File: src/rtl/rtc_pkg.sv
// constants shared by the time, alarm and stamp register block
package rtc_pkg;
  // ****************************************
  // timing
  // ****************************************
  localparam int CLK_HZ = 10_000_000;
  localparam int HALF_SEC_MS = 500;
  localparam int HALF_SEC_CYCLES = CLK_HZ / 1000 * HALF_SEC_MS;
  localparam int SYNC_LEAD_CYCLES = 32;
  // ****************************************
  // register byte offsets
  // ****************************************
  localparam logic [7:0] OFS_TIME_SEC = 8'h00;
  localparam logic [7:0] OFS_TIME_HM = 8'h04;
  localparam logic [7:0] OFS_DATE_DW = 8'h08;
  localparam logic [7:0] OFS_DATE_YM = 8'h0C;
  localparam logic [7:0] OFS_ALM_SEC = 8'h10;
  localparam logic [7:0] OFS_ALM_HM = 8'h14;
  localparam logic [7:0] OFS_ALM_DW = 8'h18;
  localparam logic [7:0] OFS_ALM_YM = 8'h1C;
  localparam logic [7:0] OFS_STAMP_SEC = 8'h20;
  localparam logic [7:0] OFS_CTRL = 8'h24;
  localparam logic [7:0] OFS_STATUS = 8'h28;
  localparam logic [7:0] OFS_INT_EN = 8'h2C;
  localparam logic [7:0] OFS_INT_CLR = 8'h30;
  // ****************************************
  // implemented bits of each word
  // ****************************************
  localparam logic [15:0] MASK_SEC = 16'h7F00;
  localparam logic [15:0] MASK_HM = 16'h3F7F;
  localparam logic [15:0] MASK_DW = 16'h3F07;
  localparam logic [15:0] MASK_YM = 16'hFF1F;
  localparam logic [15:0] MASK_CTRL = 16'h8F01;
  localparam logic [15:0] MASK_EVT = 16'h0028;
  localparam logic [15:0] WORD_RESET = 16'h0000;
  // ****************************************
  // control and status bit positions
  // ****************************************
  localparam int CTL_AEN_BIT = 15;
  localparam int CTL_ALARM_INTERVAL_MASK_LSB = 8;
  localparam int CTL_TRIG_BIT = 1;
  localparam int CTL_SEN_BIT = 0;
  localparam int ST_ALM_BIT = 5;
  localparam int ST_STAMP_BIT = 3;
  localparam int ST_SYNC_BIT = 2;
  localparam int ST_HALF_BIT = 0;
  // ****************************************
  // alarm interval codes
  // ****************************************
  localparam logic [3:0] AM_HALF = 4'h0;
  localparam logic [3:0] AM_SEC = 4'h1;
  localparam logic [3:0] AM_TEN_SEC = 4'h2;
  localparam logic [3:0] AM_MIN = 4'h3;
  localparam logic [3:0] AM_TEN_MIN = 4'h4;
  localparam logic [3:0] AM_HOUR = 4'h5;
  localparam logic [3:0] AM_DAY = 4'h6;
  localparam logic [3:0] AM_WEEK = 4'h7;
  localparam logic [3:0] AM_MONTH = 4'h8;
  localparam logic [3:0] AM_YEAR = 4'h9;
endpackage : rtc_pkg

File: src/rtl/rtc_regs.sv
// bcd time, date, alarm and stamp registers behind a wishbone slave
//
// Design decisions made here: the Wishbone interface to the registers and the placing of the registers.
`timescale 1ns/1ps
// Contract
// - seconds tens in bits 14-12 (0..5), units in bits 11-8 (0..9).
// - minutes tens in bits 6-4 (0..5), units in bits 3-0.
// - hours tens in bits 13-12 (0..2), units in bits 11-8 (0..9).
// - day tens in bits 13-12 (0..3), units in bits 11-8 (0..9).
// - weekday is three bits 2-0, values 0 to 6.
// - month tens single bit 4 (0..1), units in bits 3-0.
// - year tens in bits 15-12, units in bits 11-8.
// - unused bits ignore writes and read zero.
// - alarm words share the time layout and reset to zero.
// - stamp word is plain storage when capture is off, kept over soft reset.
// - sync flag is high while time may change under a read.
// - interval mask picks which alarm digits must match.
// - stamp event copies the seconds word; capture valid once the flag reads one.
module rtc_regs
  import rtc_pkg::*;
#(
  parameter int HALF_CYCLES = rtc_pkg::HALF_SEC_CYCLES,
  parameter int SYNC_LEAD = rtc_pkg::SYNC_LEAD_CYCLES
)(
  input wire logic CLK,
  input wire logic RST,
  input wire logic SOFT_RST,
  input wire logic WB_CYC_I,
  input wire logic WB_STB_I,
  input wire logic WB_WE_I,
  input wire logic [7:0] WB_ADR_I,
  input wire logic [3:0] WB_SEL_I,
  input wire logic [31:0] WB_DAT_I,
  output logic [31:0] WB_DAT_O,
  output logic WB_ACK_O,
  input wire logic STAMP_EVENT,
  output logic ALARM_EVENT,
  output logic SYNC_STATUS,
  output logic IRQ
);
  import rtc_pkg::*;

  initial
  begin
    if (HALF_CYCLES < SYNC_LEAD + 4 || SYNC_LEAD < 1)
      $error("half second too short for the sync lead");
  end

  // ****************************************
  // state
  // ****************************************
  logic ack_ff;
  logic [31:0] dat_ff;
  logic [15:0] tsec_ff, thm_ff, ddw_ff, dym_ff;
  logic [15:0] asec_ff, ahm_ff, adw_ff, aym_ff;
  logic [15:0] stamp_ff, ctrl_ff, int_en_ff;
  logic alm_flag_ff, stamp_flag_ff, sync_ff, half_ff, chk_half_ff, chk_sec_ff, alm_pulse_ff;
  logic [31:0] sub_cnt_ff;
  logic [15:0] nxt_tsec, nxt_thm, nxt_ddw, nxt_dym;
  logic [15:0] status;
  logic req, wr, tick_half, sec_tick, capture, alarm_hit, match;
  logic [7:0] last_day;

  function automatic logic [15:0] merge(input logic [15:0] old, input logic [15:0] mask);
    merge[15:8] = (WB_SEL_I[1] ? WB_DAT_I[15:8] : old[15:8]) & mask[15:8];
    merge[7:0] = (WB_SEL_I[0] ? WB_DAT_I[7:0] : old[7:0]) & mask[7:0];
  endfunction : merge

  function automatic logic wr_at(input logic [7:0] ofs);
    wr_at = wr && (WB_ADR_I == ofs);
  endfunction : wr_at

  // ****************************************
  // wishbone slave, one wait state
  // ****************************************
  assign req = WB_CYC_I && WB_STB_I;
  assign wr = req && WB_WE_I && ack_ff;

  always_ff @(posedge CLK)
  begin
    if (RST)
      ack_ff <= 1'b0;
    else
      ack_ff <= req && !ack_ff;
  end

  // unmapped offsets and the clear register read as zero
  always_ff @(posedge CLK)
  begin
    if (RST)
      dat_ff <= 32'h0000_0000;
    else if (req && !ack_ff)
    begin
      case (WB_ADR_I)
        OFS_TIME_SEC: dat_ff <= {16'h0000, tsec_ff};
        OFS_TIME_HM: dat_ff <= {16'h0000, thm_ff};
        OFS_DATE_DW: dat_ff <= {16'h0000, ddw_ff};
        OFS_DATE_YM: dat_ff <= {16'h0000, dym_ff};
        OFS_ALM_SEC: dat_ff <= {16'h0000, asec_ff};
        OFS_ALM_HM: dat_ff <= {16'h0000, ahm_ff};
        OFS_ALM_DW: dat_ff <= {16'h0000, adw_ff};
        OFS_ALM_YM: dat_ff <= {16'h0000, aym_ff};
        OFS_STAMP_SEC: dat_ff <= {16'h0000, stamp_ff};
        OFS_CTRL: dat_ff <= {16'h0000, ctrl_ff};
        OFS_STATUS: dat_ff <= {16'h0000, status};
        OFS_INT_EN: dat_ff <= {16'h0000, int_en_ff};
        default: dat_ff <= 32'h0000_0000;
      endcase
    end
  end

  assign WB_ACK_O = ack_ff;
  assign WB_DAT_O = dat_ff;

  // ****************************************
  // half-second divider and sync window
  // ****************************************
  assign tick_half = (sub_cnt_ff == 32'(HALF_CYCLES - 1));
  assign sec_tick = tick_half && half_ff;

  // a write of the seconds word restarts the second, so a set time is exact
  always_ff @(posedge CLK)
  begin
    if (RST || wr_at(OFS_TIME_SEC))
    begin
      sub_cnt_ff <= 32'h0000_0000;
      half_ff <= 1'b0;
    end
    else if (tick_half)
    begin
      sub_cnt_ff <= 32'h0000_0000;
      half_ff <= !half_ff;
    end
    else
      sub_cnt_ff <= sub_cnt_ff + 32'h0000_0001;
  end

  always_ff @(posedge CLK)
  begin
    if (RST)
      sync_ff <= 1'b0;
    else
      sync_ff <= half_ff && (sub_cnt_ff >= 32'(HALF_CYCLES - 2 - SYNC_LEAD)) && !tick_half;
  end

  assign SYNC_STATUS = sync_ff;

  // ****************************************
  // bcd calendar increment
  // ****************************************
  always_comb
  begin
    last_day = 8'h31;
    case (dym_ff[4:0])
      5'h02: last_day = (dym_ff[12] ? (dym_ff[11:8] == 4'h2 || dym_ff[11:8] == 4'h6)
                         : (dym_ff[11:8] == 4'h0 || dym_ff[11:8] == 4'h4 ||
                            dym_ff[11:8] == 4'h8)) ? 8'h29 : 8'h28;
      5'h04, 5'h06, 5'h09, 5'h11: last_day = 8'h30;
      default: last_day = 8'h31;
    endcase
  end

  always_comb
  begin
    nxt_tsec = tsec_ff;
    nxt_thm = thm_ff;
    nxt_ddw = ddw_ff;
    nxt_dym = dym_ff;
    if (tsec_ff[11:8] != 4'h9)
      nxt_tsec[11:8] = tsec_ff[11:8] + 4'h1;
    else if (tsec_ff[14:12] != 3'h5)
      nxt_tsec = {1'b0, tsec_ff[14:12] + 3'h1, 4'h0, 8'h00};
    else
    begin
      nxt_tsec = WORD_RESET;
      if (thm_ff[3:0] != 4'h9)
        nxt_thm[3:0] = thm_ff[3:0] + 4'h1;
      else if (thm_ff[6:4] != 3'h5)
        nxt_thm[7:0] = {1'b0, thm_ff[6:4] + 3'h1, 4'h0};
      else
      begin
        nxt_thm[7:0] = 8'h00;
        if (thm_ff[13:8] == 6'h23)
        begin
          nxt_thm[13:8] = 6'h00;
          nxt_ddw[2:0] = (ddw_ff[2:0] >= 3'h6) ? 3'h0 : ddw_ff[2:0] + 3'h1;
          if (ddw_ff[15:8] == last_day)
          begin
            nxt_ddw[13:8] = 6'h01;
            if (dym_ff[4:0] == 5'h12)
            begin
              nxt_dym[4:0] = 5'h01;
              if (dym_ff[11:8] != 4'h9)
                nxt_dym[11:8] = dym_ff[11:8] + 4'h1;
              else
                nxt_dym[15:8] = (dym_ff[15:12] == 4'h9) ? 8'h00 : {dym_ff[15:12] + 4'h1, 4'h0};
            end
            else if (dym_ff[3:0] == 4'h9)
              nxt_dym[4:0] = 5'h10;
            else
              nxt_dym[3:0] = dym_ff[3:0] + 4'h1;
          end
          else if (ddw_ff[11:8] == 4'h9)
            nxt_ddw[13:8] = {ddw_ff[13:12] + 2'h1, 4'h0};
          else
            nxt_ddw[11:8] = ddw_ff[11:8] + 4'h1;
        end
        else if (thm_ff[11:8] == 4'h9)
          nxt_thm[13:8] = {thm_ff[13:12] + 2'h1, 4'h0};
        else
          nxt_thm[11:8] = thm_ff[11:8] + 4'h1;
      end
    end
  end

  // ****************************************
  // live time and date; a software write beats the tick
  // ****************************************
  always_ff @(posedge CLK)
  begin
    if (RST)
    begin
      tsec_ff <= WORD_RESET;
      thm_ff <= WORD_RESET;
      ddw_ff <= WORD_RESET;
      dym_ff <= WORD_RESET;
    end
    else
    begin
      tsec_ff <= wr_at(OFS_TIME_SEC) ? merge(tsec_ff, MASK_SEC) : sec_tick ? nxt_tsec : tsec_ff;
      thm_ff <= wr_at(OFS_TIME_HM) ? merge(thm_ff, MASK_HM) : sec_tick ? nxt_thm : thm_ff;
      ddw_ff <= wr_at(OFS_DATE_DW) ? merge(ddw_ff, MASK_DW) : sec_tick ? nxt_ddw : ddw_ff;
      dym_ff <= wr_at(OFS_DATE_YM) ? merge(dym_ff, MASK_YM) : sec_tick ? nxt_dym : dym_ff;
    end
  end

  // ****************************************
  // alarm words and control
  // ****************************************
  always_ff @(posedge CLK)
  begin
    if (RST || SOFT_RST)
    begin
      asec_ff <= WORD_RESET;
      ahm_ff <= WORD_RESET;
      adw_ff <= WORD_RESET;
      aym_ff <= WORD_RESET;
    end
    else
    begin
      // no lockout while armed: a rewrite then may raise a false alarm
      if (wr_at(OFS_ALM_SEC)) asec_ff <= merge(asec_ff, MASK_SEC);
      if (wr_at(OFS_ALM_HM)) ahm_ff <= merge(ahm_ff, MASK_HM);
      if (wr_at(OFS_ALM_DW)) adw_ff <= merge(adw_ff, MASK_DW);
      if (wr_at(OFS_ALM_YM)) aym_ff <= merge(aym_ff, MASK_YM);
    end
  end

  // the trigger bit never stores, it only fires a capture
  always_ff @(posedge CLK)
  begin
    if (RST || SOFT_RST)
      ctrl_ff <= WORD_RESET;
    else if (wr_at(OFS_CTRL))
      ctrl_ff <= merge(ctrl_ff, MASK_CTRL) & ~(16'h0001 << CTL_TRIG_BIT);
    else if (alarm_hit)
      ctrl_ff[CTL_AEN_BIT] <= 1'b0;
  end

  // ****************************************
  // alarm compare, one cycle after the time moved
  // ****************************************
  always_comb
  begin
    match = 1'b0;
    case (ctrl_ff[CTL_ALARM_INTERVAL_MASK_LSB +: 4])
      AM_SEC: match = 1'b1;
      AM_TEN_SEC: match = (tsec_ff[11:8] == asec_ff[11:8]);
      AM_MIN: match = (tsec_ff == asec_ff);
      AM_TEN_MIN: match = (tsec_ff == asec_ff) && (thm_ff[3:0] == ahm_ff[3:0]);
      AM_HOUR: match = (tsec_ff == asec_ff) && (thm_ff[7:0] == ahm_ff[7:0]);
      AM_DAY: match = (tsec_ff == asec_ff) && (thm_ff == ahm_ff);
      AM_WEEK: match = (tsec_ff == asec_ff) && (thm_ff == ahm_ff) && (ddw_ff[2:0] == adw_ff[2:0]);
      AM_MONTH: match = (tsec_ff == asec_ff) && (thm_ff == ahm_ff) && (ddw_ff[15:8] == adw_ff[15:8]);
      AM_YEAR: match = (tsec_ff == asec_ff) && (thm_ff == ahm_ff) &&
                       (ddw_ff[15:8] == adw_ff[15:8]) && (dym_ff[4:0] == aym_ff[4:0]);
      default: match = 1'b0;
    endcase
  end

  assign alarm_hit = ctrl_ff[CTL_AEN_BIT] &&
    ((ctrl_ff[CTL_ALARM_INTERVAL_MASK_LSB +: 4] == AM_HALF) ? chk_half_ff : (chk_sec_ff && match));

  always_ff @(posedge CLK)
  begin
    if (RST)
    begin
      chk_half_ff <= 1'b0;
      chk_sec_ff <= 1'b0;
      alm_pulse_ff <= 1'b0;
    end
    else
    begin
      chk_half_ff <= tick_half;
      chk_sec_ff <= sec_tick;
      alm_pulse_ff <= alarm_hit;
    end
  end

  assign ALARM_EVENT = alm_pulse_ff;

  // ****************************************
  // timestamp word, kept through soft reset
  // ****************************************
  assign capture = ctrl_ff[CTL_SEN_BIT] &&
    (STAMP_EVENT || (wr_at(OFS_CTRL) && WB_SEL_I[0] && WB_DAT_I[CTL_TRIG_BIT]));

  always_ff @(posedge CLK)
  begin
    if (RST)
      stamp_ff <= WORD_RESET;
    else if (capture)
      stamp_ff <= tsec_ff;
    else if (wr_at(OFS_STAMP_SEC))
      stamp_ff <= merge(stamp_ff, MASK_SEC);
  end

  // ****************************************
  // sticky events and interrupt; set wins over clear
  // ****************************************
  always_ff @(posedge CLK)
  begin
    if (RST || SOFT_RST)
    begin
      alm_flag_ff <= 1'b0;
      stamp_flag_ff <= 1'b0;
    end
    else
    begin
      alm_flag_ff <= alarm_hit ||
        (alm_flag_ff && !(wr_at(OFS_INT_CLR) && WB_SEL_I[0] && WB_DAT_I[ST_ALM_BIT]));
      stamp_flag_ff <= capture ||
        (stamp_flag_ff && !(wr_at(OFS_INT_CLR) && WB_SEL_I[0] && WB_DAT_I[ST_STAMP_BIT]));
    end
  end

  always_ff @(posedge CLK)
  begin
    if (RST || SOFT_RST)
      int_en_ff <= WORD_RESET;
    else if (wr_at(OFS_INT_EN))
      int_en_ff <= merge(int_en_ff, MASK_EVT);
  end

  always_comb
  begin
    status = WORD_RESET;
    status[ST_ALM_BIT] = alm_flag_ff;
    status[ST_STAMP_BIT] = stamp_flag_ff;
    status[ST_SYNC_BIT] = sync_ff;
    status[ST_HALF_BIT] = half_ff;
  end

  assign IRQ = |(status & int_en_ff & MASK_EVT);
endmodule : rtc_regs

File: config.mk
export PLATFORM = sky130hd
export DESIGN_NAME = rtc_regs
export DESIGN_NICKNAME = d
export VERILOG_FILES = /design/src/rtl/rtc_pkg.sv /design/src/rtl/rtc_regs.sv
export SDC_FILE = /design/constraint.sdc
export NUM_CORES = 1
export LEC_CHECK = 0
export BUFFER_PORTS_ARGS = -buffer_cell sky130_fd_sc_hd__buf_2
export CORE_MARGIN = 2
export CORE_UTILIZATION = 40
export CTS_BUF_LIST = sky130_fd_sc_hd__clkbuf_2
export CTS_CLUSTER_SIZE = 28
export DETAILED_ROUTE_END_ITERATION = 10
export SYNTH_ARGS = -nofsm -noshare
export SYNTH_HDL_FRONTEND = slang
export SYNTH_SLANG_ARGS = --single-unit
File: constraint.sdc
create_clock -name CLK -period 7 [get_ports CLK]
set_input_delay 0.7 -clock CLK [delete_from_list [all_inputs] [get_ports CLK]]
set_output_delay 0.7 -clock CLK [all_outputs]
set_load 0.05 [all_outputs]
== Word-level counts from Yosys, hierarchy flattened ==
Index checks and enable logic that the tools add are counted.
W data, S select, Z words.

* Flip-flop bits (word level): 188
* Output and inout bits: 36
* Word-level logic and storage cells: 294

* Add/subtract/negate cells: 13
* Magnitude comparators: 2
* Equal/unequal tests: 73
* Muxes and demuxes: 72
* Bitwise gates (word level): 2
* Reduce and logical (&&, ||, !) cells: 95

{| class="wikitable"
|+ Operators by type and width
! kind !! number
|-
| $pmux W16 S12 || 1
|-
| $mux W8 || 11
|-
| $mux W14 || 6
|-
| $mux W16 || 4
|-
| $mux W6 || 9
|-
| $mux W15 || 3
|-
| $eq A8 B6 Y1 const B || 5
|-
| $mux W5 || 8
|-
| $logic_and A1 B1 Y1 || 35
|-
| $add A32 B1 Y32 const B || 1
|-
| $eq A32 B23 Y1 const B || 1
|-
| $eq A8 B5 Y1 const B || 4
|-
| $ge A32 B23 Y1 const B || 1
|-
| $add A4 B1 Y4 const B || 7
|-
| $eq A4 B4 Y1 const B || 7
|-
| $mux W4 || 7
|-
| $mux W7 || 4
|-
| $ne A2 B1 Y1 const B || 14
|-
| $reduce_and A2 Y1 || 14
|-
| $eq A4 B3 Y1 const B || 6
|-
| $mux W3 || 8
|-
| $reduce_bool A2 Y1 || 11
|-
| $reduce_and A7 Y1 || 3
|-
| $reduce_and A9 Y1 || 2
|-
| other kinds (43) || 85
|}

== Depth between registers and ports, before layout ==
* Word-level depth: 15
* Depth in mapped cells: 10

== Least setup slack after synthesis ==
No wires, ideal clock.

* Path kind: input to register
* Start: input port WB_ADR_I[4]
* End: register thm_ff[6]
* Library setup time: 128 ps
* Data arrival time: 2524 ps
* Slack: 4348 ps
* Stages: 9
* Buffers on the path: 2
* Cell sequence: buf_2 -> or4_1 -> buf_2 -> nor2_2 -> nand2_1 -> a31oi_2 -> a21o_1 -> mux2i_1 -> nor2_1

* Longest elaborated chain between the ends: 4
* Elaborated cells on any way between the ends: 9
* Those cells by class: 5 x eq/ne; 1 x mux; 3 x reduce/logical

{| class="wikitable"
|+ Ends and longest elaborated chain
! what !! RTL line !! text
|-
| start, declared || rtc_regs.sv:31 || <nowiki>input wire logic [7:0] WB_ADR_I,</nowiki>
|-
| $eq A8 B3 Y1 (*) || rtc_regs.sv:70 || <nowiki>wr_at = wr && (WB_ADR_I == ofs);</nowiki>
|-
| $logic_and A1 B1 Y1 (*) || rtc_regs.sv:70 ||
|-
| $ne A2 B1 Y1 (no line), or another cell as far along || -- ||
|-
| $reduce_and A5 Y1 (no line) || -- ||
|-
| end signal, assigned || rtc_regs.sv:231 || <nowiki>thm_ff <= wr_at(OFS_TIME_HM) ? merge(thm_ff, MASK_HM) : sec_tick ? nxt_thm : thm_ff;</nowiki>
|-
| end, declared || rtc_regs.sv:54 || <nowiki>logic [15:0] tsec_ff, thm_ff, ddw_ff, dym_ff;</nowiki>
|}

Every way passes the cells marked *; elsewhere a longest branch is shown, timed or not.
A chain may end at the register's enable or synchronous reset.

== Worst setup path in the final report ==
* Start: input port WB_ADR_I[5]
* End: register dym_ff[4]

* Longest elaborated chain between the ends: 4
* Elaborated cells on any way between the ends: 13
* Those cells by class: 6 x eq/ne; 1 x mux; 6 x reduce/logical

{| class="wikitable"
|+ Ends and longest elaborated chain
! what !! RTL line !! text
|-
| $eq A8 B4 Y1 (*) || rtc_regs.sv:70 ||
|-
| $logic_and A1 B1 Y1 (*) || rtc_regs.sv:70 ||
|-
| $ne A2 B1 Y1 (no line), or another cell as far along || -- ||
|-
| $reduce_and A9 Y1 (no line) || -- ||
|-
| end signal, assigned || rtc_regs.sv:233 || <nowiki>dym_ff <= wr_at(OFS_DATE_YM) ? merge(dym_ff, MASK_YM) : sec_tick ? nxt_dym : dym_ff;</nowiki>
|-
| end, declared || rtc_regs.sv:54 ||
|}

Marks and branches as above.

==> results_dict.tcl <==
set metrics [dict create \
    synth_largest_area_cell "sky130_fd_sc_hd__dfxtp_1" \
    synth.top_cell.area_share 0.343 \
    detail_route.iter0.violations 811 \
    clock.fmax_mhz 329 \
    cp_data_required_time_ns 7.68 \
    post_synth_most_frequent_cells "sky130_fd_sc_hd__dfxtp_1 (154), sky130_fd_sc_hd__nand2_1 (147), sky130_fd_sc_hd__nor2_1 (110), sky130_fd_sc_hd__a21oi_1 (103), sky130_fd_sc_hd__nand3_1 (76)" \
    static-leakage-power_nw 3.16 \
    synth.top_cells.by_area "sky130_fd_sc_hd__dfxtp_1 (34%), sky130_fd_sc_hd__nand2_1 (6.1%), sky130_fd_sc_hd__a21oi_1 (5.7%), sky130_fd_sc_hd__nor2_1 (4.6%), sky130_fd_sc_hd__nand3_1 (4.2%)" \
    via_per_inst 5.97 \
    stdcell_count 1454 \
    clock_sinks 154 \
    cell_internal_pwr_mw 1.03 \
    max-clock-path-buffers 2 \
    ios 87 \
    globalRouteTotalUtil 0.241 \
    area_taken_by_multi_input_logic_gates_mm2 0.00541 \
    post_route_cells_drive_above_1_share 0.108 \
    place_hpwl_um 20300 \
    worst_ep_arrival_time_ns 3.71 \
    finalSetupViolations 0 \
    cells_after_synth 1162 \
    share_comb_of_total_power 0.065 \
    regToRegSetupSlack_ns 4.02 \
    syn-cell-area_mm2 0.00899 \
    place_worst_setup_slack_ns 3.29 \
    clkSlewWorstSetupHoldPaths_ns 0.26 \
    start_kind "input pin" \
    die_h_um 154 \
    p_total_mw 1.48 \
    layout-area-overhead-vs-synth_pct 6.01 \
    cts_inserted_buffers 17 \
    postSynthRegisterBits 154 \
    wl_per_cell_um 19.7 \
    crit_fanout 19 \
    synth_mux_area_frac 0.0313 \
    port_buffer_count 50 \
    fp.dieArea_mm2 0.0237 \
    post_cts_repair_timing_setup_buffer_count 0 \
    grt_pass1_vias 7873 \
    sw_frac_of_total 0.302 \
    synthArstFlopShare 0 \
    pwr-share-clk 0.338 \
    final_setup_tns_ns 0 \
    die_boundary_width_um 154 \
    startpoint_of_the_tightest_hold_check_path "WB_DAT_I[3]" \
    hold_viol_final 0 \
    outcome "completed" \
    clk_latency_ns 0.78 \
    placement.cell_area_mm2 0.00931 \
    grt_pass1_wl_um 44900 \
    synth_fa_ha_area_frac 0.0111 \
    setup_repair_after_global_routing_missed_its_margin "no" \
    synth-edff-count 0 \
    end_kind "flip-flop" \
    worstReg2RegStart "sub_cnt_ff[20]" \
    cts_resized 0 \
    area.sequential_mm2 0.00308 \
    cts.root.buffer_cell "sky130_fd_sc_hd__clkbuf_2" \
    nets 1219 \
    critical_path_launch_point "WB_ADR_I[5]" \
    criticalPathCategory "input pin to flip-flop" \
    switching_power_mw 0.448 \
    worst_slack_ns 3.96 \
    finalMaxSlewViolations 0 \
    grt_start_max_net_pins 53 \
    rows 54 \
    synth-compound-area-share 0.215 \
    max_slew.worst_pin.slew_ns 1.08 \
    min-delay-path-class "input pin to flip-flop" \
    finalHoldWorstSlack_ns 0.213 \
    place_congestion 0.958 \
    irDropWorstVdd_uv 95.0 \
    synth_sequential_area_ratio 0.343 \
    postRouteAntennaNets 0 \
    grt_total_ovfl 0 \
    initial_core_utilization 0.410 \
    synth_area_per_cell_um2 7.74 \
    yosys_most_used_dff "sky130_fd_sc_hd__dfxtp_1" \
    final.setup_skew_ns 0.0381 \
    tritoncts_clock_tree "built" \
    synth_simple_gate_area_share 0.274 \
    cts-hold-fix-buffers 0 \
    post-route-cell-area_mm2 0.00953 \
    yosys_warnings 0 \
    cap_violations 0 \
    finalCritPeriodShare 0.434 \
    synth_xor_area_frac 0.0604 \
    post-synth-top-count-cell "sky130_fd_sc_hd__dfxtp_1" \
    dominant_combinational_cell_family_by_area_after_synthesis "simple AND/OR/NAND/NOR gates" \
    finalWorstPathRequiredPeriod_ns 3.04 \
    postLayoutCoreUtil 0.434 \
    slew_headroom 0.280 \
    pwr_density_cell_mw_per_mm2 155 \
    core_area_mm2 0.0220 \
    yosys_cell_types 87 \
    detail_route.drc_violations 0 \
    dp_cells 1421 \
    filler_cell_count 2291 \
    num_vias 8685 \
    routed_wl_um 28700 \
    initial_antenna_violation_count 1 \
    drt_first_pass_iters 8 \
    pwr-share-seq 0.597 \
    cts_htree_levels 4 \
]
## final timing paths
check	endpoint	depth (start not counted)
worst max-delay path	dym_ff[4]	8
worst min register to register	aym_ff[10]	2
worst max register to register	sub_cnt_ff[8]	5
worst min-delay path	aym_ff[3]	3
## kinds of logic (layout without fill, tap and decap cells)
group	Yosys count	count (layout)
and+or+nand+nor	481	481
AOI/OAI and AO/OA	297	297
DFF	154	154
buffers and inverters	131	126
xor gates and xnor gates	62	62
muxes	28	28
adders and majority gates	8	8
other	1	18
## worst max-delay path: stages
cell	delay, ns
sky130_fd_sc_hd__buf_2	0.15
sky130_fd_sc_hd__or4_1	0.84
sky130_fd_sc_hd__nor2_1	0.79
sky130_fd_sc_hd__nand2_2	0.46
sky130_fd_sc_hd__nand3_1	0.30
sky130_fd_sc_hd__a22oi_4	0.11
sky130_fd_sc_hd__and3_1	0.18
sky130_fd_sc_hd__o21a_1	0.18
## power groups by stage
stage | clock network, mW | logic [mW] | registers [mW]
floorplan | 0 | 0.0618 | 0.901
global placement | 0 | 0.0951 | 0.900
detailed placement | 0 | 0.0947 | 0.900
CTS | 0.508 | 0.0951 | 0.884
global route | 0.544 | 0.101 | 0.886
finish | 0.500 | 0.0965 | 0.884
## registers in the layout, indices dropped and copies added (netlist names), 9 cells and up
| register | flops |
|---|---|
| aym_ff | 13 |
| dym_ff | 13 |
| thm_ff | 13 |
| ahm_ff | 13 |
| sub_cnt_ff | 32 |
| WB_DAT_O | 15 |
| adw_ff | 9 |
| ddw_ff | 9 |
## cell usage in the layout (no fill, tap or decap), types with 19 or more instances in the layout
cell type                 netlist  routed
sky130_fd_sc_hd__buf_2         14      50
sky130_fd_sc_hd__xor2_1        19      19
sky130_fd_sc_hd__nand2_1      147     147
sky130_fd_sc_hd__nor3_1        25      25
sky130_fd_sc_hd__xnor2_1       43      43
sky130_fd_sc_hd__inv_1         29      29
sky130_fd_sc_hd__dfxtp_1      154     154
sky130_fd_sc_hd__nor2_1       110     110
sky130_fd_sc_hd__o21ai_0       49      49
sky130_fd_sc_hd__mux2i_1       27      27
sky130_fd_sc_hd__a21oi_1      103     103
sky130_fd_sc_hd__nand3_1       76      76
sky130_fd_sc_hd__a22oi_1       45      45
## cell type report
cell class	count	area share
Clock buffer	17	0.00893
Clock inverter	15	0.0144
Timing Repair Buffer	64	0.0373
Antenna cell	1	0.000263
Inverter	30	0.0118
Multi-Input combinational cell	893	0.567
Sequential cell	154	0.323
Tap cell	280	0.0368
## metal layers
metal  GRT usage  routed length (um)
met1       0.340               13200
met2       0.362               12400
met3      0.0521                2260
met4      0.0899                 834
met5           0                   0
Power figures use the tool's default switching activity.
